==> config.mk <==
export PLATFORM = sky130hd
export DESIGN_NAME = sefp_frame_packer
export DESIGN_NICKNAME = d
export VERILOG_FILES = /design/src/hw/sefp_pkg.sv /design/src/hw/sefp_field_enc.sv /design/src/hw/sefp_frame_packer.sv
export SDC_FILE = /design/constraint.sdc
export NUM_CORES = 1
export LEC_CHECK = 0
export ABC_AREA = 0
export BUFFER_PORTS_ARGS = -buffer_cell sky130_fd_sc_hd__buf_2
export CORE_MARGIN = 2
export CORE_UTILIZATION = 42
export DETAILED_ROUTE_END_ITERATION = 6
export GPL_ROUTABILITY_DRIVEN = 0
export HOLD_SLACK_MARGIN = 0.1
export MAX_ROUTING_LAYER = met4
export PLACE_DENSITY = 0.89
export REMOVE_ABC_BUFFERS = 1
export SYNTH_ARGS = -nofsm -noshare
export SYNTH_HDL_FRONTEND = slang
export SYNTH_SLANG_ARGS = --single-unit
==> constraint.sdc <==
create_clock -name i_clk -period 1.8 [get_ports i_clk]
set_clock_uncertainty 0.05 [all_clocks]
set_input_delay 0.18 -clock i_clk [delete_from_list [all_inputs] [get_ports i_clk]]
set_output_delay 0.18 -clock i_clk [all_outputs]
set_load 0.05 [all_outputs]
==> src/hw/sefp_pkg.sv <==
package sefp_pkg;

    // Two-bit function codes.
    localparam logic [1:0] SEFP_CODE_OFF   = 2'h0;
    localparam logic [1:0] SEFP_CODE_ON    = 2'h1;
    localparam logic [1:0] SEFP_CODE_RSVD  = 2'h2;
    localparam logic [1:0] SEFP_CODE_NSUP  = 2'h3;

    // Constant filler values.
    localparam logic [3:0] SEFP_FILL_NIB   = 4'hf;
    localparam logic [7:0] SEFP_BYTE_RESET = 8'hff;
    localparam logic [1:0] SEFP_BYTE2_RESET = 2'h3;
    localparam logic [5:0] SEFP_BYTE6_RESET = 6'h3f;

    // Field positions (lsb of each pair) inside their byte.
    localparam int SEFP_POS_B2_OPER   = 6;
    localparam int SEFP_POS_B3_FILL   = 0;
    localparam int SEFP_POS_B3_MODE   = 4;
    localparam int SEFP_POS_B3_LOAD   = 6;
    localparam int SEFP_POS_B4_KICK   = 0;
    localparam int SEFP_POS_B4_DRIVE  = 2;
    localparam int SEFP_POS_B4_RSVD   = 4;
    localparam int SEFP_POS_B4_INHIB  = 6;
    localparam int SEFP_POS_B5_SEAT   = 0;
    localparam int SEFP_POS_B5_RSVD   = 2;
    localparam int SEFP_POS_B5_IDLE   = 4;
    localparam int SEFP_POS_B5_FULL   = 6;
    localparam int SEFP_POS_B6_LOCK   = 0;
    localparam int SEFP_POS_B6_HIDLE  = 2;
    localparam int SEFP_POS_B6_RANGE  = 4;

    // Number of two-bit function fields taken from the controller.
    localparam int SEFP_NFUNC = 12;

endpackage

==> src/hw/sefp_field_enc.sv <==
`timescale 1ns/1ps
module sefp_field_enc
    import sefp_pkg::*;
(
    input  wire logic       i_supported,
    input  wire logic       i_state,
    output logic [1:0]      o_code
);

    // A field is either a clean 00/01 state or all ones; 10 is never produced.
    always_comb begin
        if (i_supported) begin
            o_code = i_state ? SEFP_CODE_ON : SEFP_CODE_OFF;
        end else begin
            o_code = SEFP_CODE_NSUP;
        end
    end

endmodule

==> src/hw/sefp_frame_packer.sv <==
`timescale 1ns/1ps
module sefp_frame_packer
    import sefp_pkg::*;
(
    input  wire logic                  i_clk,
    input  wire logic                  i_reset_n,
    input  wire logic [SEFP_NFUNC-1:0] i_state,
    input  wire logic [SEFP_NFUNC-1:0] i_supported,
    output logic      [1:0]            o_byte2_hi,
    output logic      [7:0]            o_byte3,
    output logic      [7:0]            o_byte4,
    output logic      [7:0]            o_byte5,
    output logic      [5:0]            o_byte6_lo
);

    ////////////////////////////////////////////////////////////////////////////
    // Per-function encoders. Index: 0 operator, 1 mode, 2 load, 3 kickdown,
    // 4 drive, 5 inhibit, 6 seat, 7 idle, 8 full throttle, 9 lockup,
    // 10 raised idle, 11 range.

    logic [1:0] code [SEFP_NFUNC];

    genvar g;
    generate
        for (g = 0; g < SEFP_NFUNC; g++) begin : g_enc
            sefp_field_enc u_enc (
                .i_supported (i_supported[g]),
                .i_state     (i_state[g]),
                .o_code      (code[g])
            );
        end
    endgenerate

    ////////////////////////////////////////////////////////////////////////////
    // Payload assembly.

    logic [1:0] byte2_hi_r, byte2_hi_nxt;
    logic [7:0] byte3_r, byte3_nxt;
    logic [7:0] byte4_r, byte4_nxt;
    logic [7:0] byte5_r, byte5_nxt;
    logic [5:0] byte6_lo_r, byte6_lo_nxt;

    always_comb begin
        byte2_hi_nxt = code[0];
        byte3_nxt = {code[2], code[1], SEFP_FILL_NIB};
        byte4_nxt = {code[5], SEFP_CODE_NSUP, code[4], code[3]};
        byte5_nxt = {code[8], code[7], SEFP_CODE_NSUP, code[6]};
        byte6_lo_nxt = {code[11], code[10], code[9]};
    end

    // Every field is captured together on the same edge.
    always_ff @(posedge i_clk or negedge i_reset_n) begin
        if (!i_reset_n) begin
            byte2_hi_r <= SEFP_BYTE2_RESET;
            byte3_r    <= SEFP_BYTE_RESET;
            byte4_r    <= SEFP_BYTE_RESET;
            byte5_r    <= SEFP_BYTE_RESET;
            byte6_lo_r <= SEFP_BYTE6_RESET;
        end else begin
            byte2_hi_r <= byte2_hi_nxt;
            byte3_r    <= byte3_nxt;
            byte4_r    <= byte4_nxt;
            byte5_r    <= byte5_nxt;
            byte6_lo_r <= byte6_lo_nxt;
        end
    end

    assign o_byte2_hi = byte2_hi_r;
    assign o_byte3    = byte3_r;
    assign o_byte4    = byte4_r;
    assign o_byte5    = byte5_r;
    assign o_byte6_lo = byte6_lo_r;

    ////////////////////////////////////////////////////////////////////////////
    // Checks.

    // Expected code of one field from its supported and state bits.
    function automatic logic [1:0] sefp_field_code(input logic supported, input logic state);
        logic [1:0] result;
        result = SEFP_CODE_NSUP;
        if (supported) begin
            result = state ? SEFP_CODE_ON : SEFP_CODE_OFF;
        end
        return result;
    endfunction

    // Flags a byte in which any two-bit pair carries the reserved code.
    function automatic logic sefp_has_rsvd(input logic [7:0] value);
        logic found;
        found = 1'h0;
        for (int k = 0; k < 4; k++) begin
            if (value[2*k +: 2] == SEFP_CODE_RSVD) begin
                found = 1'h1;
            end
        end
        return found;
    endfunction

    // Past values taken during reset say nothing about the payload, so checks that
    // look one edge back, all but chk_load_field, chk_kick_field and chk_inhib_field, wait for one clean edge after every reset.
    logic past_ok_r, past_ok_nxt;

    always_comb begin
        past_ok_nxt = 1'h1;
    end

    always_ff @(posedge i_clk or negedge i_reset_n) begin
        if (!i_reset_n) begin
            past_ok_r <= 1'h0;
        end else begin
            past_ok_r <= past_ok_nxt;
        end
    end

    chk_oper_field: assert property (@(posedge i_clk) disable iff (!i_reset_n)
        past_ok_r |-> o_byte2_hi
        == sefp_field_code($past(i_supported[0]), $past(i_state[0])))
        else $error("operator field mismatch");

    chk_no_rsvd_code: assert property (@(posedge i_clk) disable iff (!i_reset_n)
        !sefp_has_rsvd({6'h3f, o_byte2_hi}) && !sefp_has_rsvd(o_byte3)
        && !sefp_has_rsvd(o_byte4) && !sefp_has_rsvd(o_byte5)
        && !sefp_has_rsvd({2'h3, o_byte6_lo}))
        else $error("reserved code transmitted");

    chk_fill_nibble: assert property (@(posedge i_clk) disable iff (!i_reset_n)
        o_byte3[3:0] == SEFP_FILL_NIB)
        else $error("byte3 filler not all ones");

    chk_reset_ones: assert property (@(posedge i_clk) disable iff (!i_reset_n)
        !past_ok_r |-> o_byte2_hi == SEFP_BYTE2_RESET && o_byte3 == SEFP_BYTE_RESET
        && o_byte4 == SEFP_BYTE_RESET && o_byte5 == SEFP_BYTE_RESET
        && o_byte6_lo == SEFP_BYTE6_RESET)
        else $error("payload not all ones after reset");

    chk_mode_field: assert property (@(posedge i_clk) disable iff (!i_reset_n)
        past_ok_r && $past(i_supported[1]) |-> o_byte3[5:4] == {1'h0, $past(i_state[1])})
        else $error("mode field mismatch");

    chk_mode_code: assert property (@(posedge i_clk) disable iff (!i_reset_n)
        past_ok_r |-> o_byte3[SEFP_POS_B3_MODE +: 2]
        == sefp_field_code($past(i_supported[1]), $past(i_state[1])))
        else $error("mode code mismatch");

    chk_load_field: assert property (@(posedge i_clk) disable iff (!i_reset_n)
        !$past(i_supported[2]) |-> o_byte3[7:6] == SEFP_CODE_NSUP)
        else $error("load field not all ones when unsupported");

    chk_kick_field: assert property (@(posedge i_clk) disable iff (!i_reset_n)
        (i_supported[3] && i_state[3]) |=> o_byte4[1:0] == SEFP_CODE_ON)
        else $error("kickdown echo missing");

    chk_kick_code: assert property (@(posedge i_clk) disable iff (!i_reset_n)
        past_ok_r |-> o_byte4[SEFP_POS_B4_KICK +: 2]
        == sefp_field_code($past(i_supported[3]), $past(i_state[3])))
        else $error("kickdown code mismatch");

    chk_drive_field: assert property (@(posedge i_clk) disable iff (!i_reset_n)
        past_ok_r |-> o_byte4[SEFP_POS_B4_DRIVE +: 2]
        == sefp_field_code($past(i_supported[4]), $past(i_state[4])))
        else $error("drive field mismatch");

    chk_rsvd_pairs: assert property (@(posedge i_clk) disable iff (!i_reset_n)
        o_byte4[5:4] == SEFP_CODE_NSUP && o_byte5[3:2] == SEFP_CODE_NSUP)
        else $error("reserved pair not 11");

    chk_inhib_field: assert property (@(posedge i_clk) disable iff (!i_reset_n)
        (i_supported[5] && !i_state[5]) |=> o_byte4[7:6] == SEFP_CODE_OFF)
        else $error("inhibit field mismatch");

    chk_inhib_code: assert property (@(posedge i_clk) disable iff (!i_reset_n)
        past_ok_r |-> o_byte4[SEFP_POS_B4_INHIB +: 2]
        == sefp_field_code($past(i_supported[5]), $past(i_state[5])))
        else $error("inhibit code mismatch");

    chk_seat_field: assert property (@(posedge i_clk) disable iff (!i_reset_n)
        past_ok_r && $past(i_supported[6]) |-> o_byte5[1:0] == {1'h0, $past(i_state[6])})
        else $error("seat field mismatch");

    chk_idle_field: assert property (@(posedge i_clk) disable iff (!i_reset_n)
        past_ok_r |-> o_byte5[SEFP_POS_B5_IDLE +: 2]
        == sefp_field_code($past(i_supported[7]), $past(i_state[7])))
        else $error("pedal idle field mismatch");

    chk_full_field: assert property (@(posedge i_clk) disable iff (!i_reset_n)
        past_ok_r |-> o_byte5[SEFP_POS_B5_FULL +: 2]
        == sefp_field_code($past(i_supported[8]), $past(i_state[8])))
        else $error("full throttle field mismatch");

    chk_lock_field: assert property (@(posedge i_clk) disable iff (!i_reset_n)
        past_ok_r |-> o_byte6_lo[SEFP_POS_B6_LOCK +: 2]
        == sefp_field_code($past(i_supported[9]), $past(i_state[9])))
        else $error("lockup field mismatch");

    chk_hidle_field: assert property (@(posedge i_clk) disable iff (!i_reset_n)
        past_ok_r |-> o_byte6_lo[SEFP_POS_B6_HIDLE +: 2]
        == sefp_field_code($past(i_supported[10]), $past(i_state[10])))
        else $error("raised idle field mismatch");

    chk_range_field: assert property (@(posedge i_clk) disable iff (!i_reset_n)
        past_ok_r && $past(i_supported[11]) |-> o_byte6_lo[5:4] == {1'h0, $past(i_state[11])})
        else $error("range field mismatch");

    chk_same_sample: assert property (@(posedge i_clk) disable iff (!i_reset_n)
        past_ok_r && $past(i_supported[10]) |-> o_byte6_lo[3:2] == {1'h0, $past(i_state[10])}
        && o_byte6_lo[1:0] == ($past(i_supported[9]) ? {1'h0, $past(i_state[9])} : 2'h3))
        else $error("fields not sampled together");

endmodule

==> metrics.md <==
| Metric | Value |
|---|---|
| Aggregate global routing overflow | 0 |
| Crit path launch type | register |
| Drt initial violations | 2 |
| Post-synthesis average cell area | 14.3 µm² |
| Number of nets at the end of the flow | 160 |
| Placed cells | 130 |
| Sum of met2 wire segment lengths after detailed routing | 970 µm |
| Max Clock Freq | 0.750 GHz |
| Vias post-DR | 632 |
| Class of the worst hold path | primary input to asynchronous set/reset pin |
| Worst Setup End Kind | primary output |
| Critical path, cell by cell | buf_2 |
| Power density normalized to cell area | 811 mW/mm² |
| Number of buffers added on ports | 49 |
| Total routed wire length on the met1 layer | roughly 680 µm |
| Post-CTS clock slew at the launch and capture registers of the worst setup and hold paths | 0.11 ns |
| Fraction of layout instances using a drive strength above 1 | 0.576 |
| Number of synthesized register bits | 24 |
| Initial Utilization | 0.457 |
| WP buf/inv | 1 |
| CTS root buf | sky130_fd_sc_hd__clkbuf_4 |
| Static Leak | 0.666 nW |
| Avg Vias per Cell | 4.03 |
| Remaining antenna violation count after routing | 0 |
| Count of boundary I/O pins | between 50 and 60 |
| Met3 Wirelength | 216 µm |
| Number of antenna violations at the first check in global routing | 0 |
| Total clock buffers created by CTS | 3 |
| Share of the synthesized area in the top cell type | 0.774 |
| Largest cells by area after synthesis | sky130_fd_sc_hd__dfstp_2, sky130_fd_sc_hd__nand2b_1, sky130_fd_sc_hd__buf_4 |
| Antenna diodes | 0 |
| Max-cap violations | 0 |
| Final cycle utilization of the critical path | 0.740 |
| Worst Path Max Fanout | 1 |
| Pin count of the biggest net entering global routing | 25 |
| Cell with the largest stage delay on the worst path | sky130_fd_sc_hd__dfstp_2 |
| Core region area | 0.00178 mm² |
| Total standard cell area after synthesis | 815 µm² |
| GRT Overall Usage | 0.186 |
| Buffer levels on the longest clock path | 2 |
| Final worst slack | around 0.47 ns |
| Data required, critical path | roughly 1.6 ns |
| Number of iterations in the first detailed-routing pass | 4 |
| CTS tree | yes |
| Uppermost signal routing layer after detailed routing | met4 |
| Final design area excluding fillers | 0.00132 mm² |
| Number of distinct library cells after synthesis | 5 |
| DRC violations left | 0 |
| Global-route wire length before repair | ~2700 µm |
| Detail-routed net length per standard cell | 12.1 µm |
| CTS resizes | 0 |
| Post-Place Worst Slack | 0.811 ns |
| Final setup TNS | 0 ns |
| Max VDD drop | around 480 µV |
| Clock sink count | 24 |
| Number of standard cells in the layout, taps in and fillers out | 157 |
| Total die area | 0.00231 mm² |
| Vias in the first global route | 612 |
| Sequential area share after synthesis | 0.774 |
| Final Hold Slack | slightly above 0.1 ns |
| Setup violation total in the final timing report | 0 |
| Layout filler cell count | 111 |
| Tot Pwr | between 1 and 1.5 mW |
| Die extent in x | 48.0 µm |
| Instance count of the mapped netlist | 57 |
| Instance area after placement | 0.00106 mm² |
| Delay of the slowest critical-path stage | 0.54 ns |
| Number of warning messages in the yosys log | 0 |
| Post-layout util | 0.740 |
| Type of the worst setup path | register to primary output |
| Area grow syn2layout | 62.1% |
| CP top delay family | flip-flops |
| H-Tree Level Count | 1 |
| Final critical-path required period | ~1.3 ns |
| Die H | a little under 50 µm |
| Unrepaired setup endpoints after global routing | false |
| Final Slew Violations | 0 |
| Total length of routed wires | 1900 µm |
| # rows | 15 |
| Data arrival at the endpoint of the critical path | 1.10 ns |
| HPWL reported at the end of detailed placement | around 1100 µm |
| Post-synthesis cell type with the largest combined area | sky130_fd_sc_hd__dfstp_2 |
| Hold Violations, Final | 0 |
| Result of the run | finished, final reports clean |
[kinds of logic after synthesis]
group,count (synthesis),share of synthesized area
DFF,24,0.774
and+or+nand+nor,12,0.0922
other,1,0.00460
buffers and inverters,20,0.129
[cell usage after synthesis]
cell                       number
sky130_fd_sc_hd__inv_1         12
sky130_fd_sc_hd__nand2b_1      12
sky130_fd_sc_hd__buf_4          8
sky130_fd_sc_hd__conb_1         1
sky130_fd_sc_hd__dfstp_2       24
[final cells by class]
class,count,area [µm²],share of cell area
repair buffers,73,485,0.368
clock buffers,3,22.5,0.0171
inverters,12,45.0,0.0341
multi-input cells,20,105,0.0796
flip-flops and latches,24,631,0.478
well taps,25,31.3,0.0237
[sequential cells by signal, summed over array words and instances, names as in the netlist]
name and flops:
o_byte6_lo 6, o_byte5 6, o_byte3 4, o_byte4 6, o_byte2_hi 2
[cell usage in the layout (no fill, tap or decap)]
master / n
sky130_fd_sc_hd__dfstp_2: 24
sky130_fd_sc_hd__nand2b_1: 12
sky130_fd_sc_hd__inv_1: 12
sky130_fd_sc_hd__clkbuf_4: 3
sky130_fd_sc_hd__conb_1: 8
sky130_fd_sc_hd__dlygate4sd3_1: 24
sky130_fd_sc_hd__buf_2: 49
[worst max path at each step]
| stage | cells past startpoint | slack, ns | from | endpoint |
|---|---|---|---|---|
| after floorplan | 0 | 0.91 | o_byte2_hi[0] | o_byte2_hi[0] |
| after global placement | 1 | 0.82 | o_byte6_lo[5] | o_byte6_lo[5] |
| after detailed placement | 1 | 0.81 | o_byte4[7] | o_byte4[7] |
| after CTS | 1 | 0.47 | o_byte4[7] | o_byte4[7] |
| after global routing | 1 | 0.42 | o_byte3[7] | o_byte3[7] |
| final | 1 | 0.47 | o_byte6_lo[2] | o_byte6_lo[2] |
[metal layers]
| layer | up-vias | global-route usage |
|---|---|---|
| li1 | 293 | - |
| met1 | 289 | 0.178 |
| met2 | 44 | 0.331 |
| met3 | 6 | 0.0491 |
| met4 | 0 | 0.108 |
| met5 | - | - |
[report_power, final]
group          leakage (nW)  internal [mW]  switching [mW]
Combinational         0.400         0.0803           0.184
Sequential            0.253          0.588         0.00724
Clock                0.0138         0.0778           0.134
[what timing repair did]
action / in CTS / in global routing
hold buffers: 24 / 0
buffers inserted: 0 / 0
hold endpoints to repair: 24 / 0
Note: power is estimated with default switching activity, not from simulation.
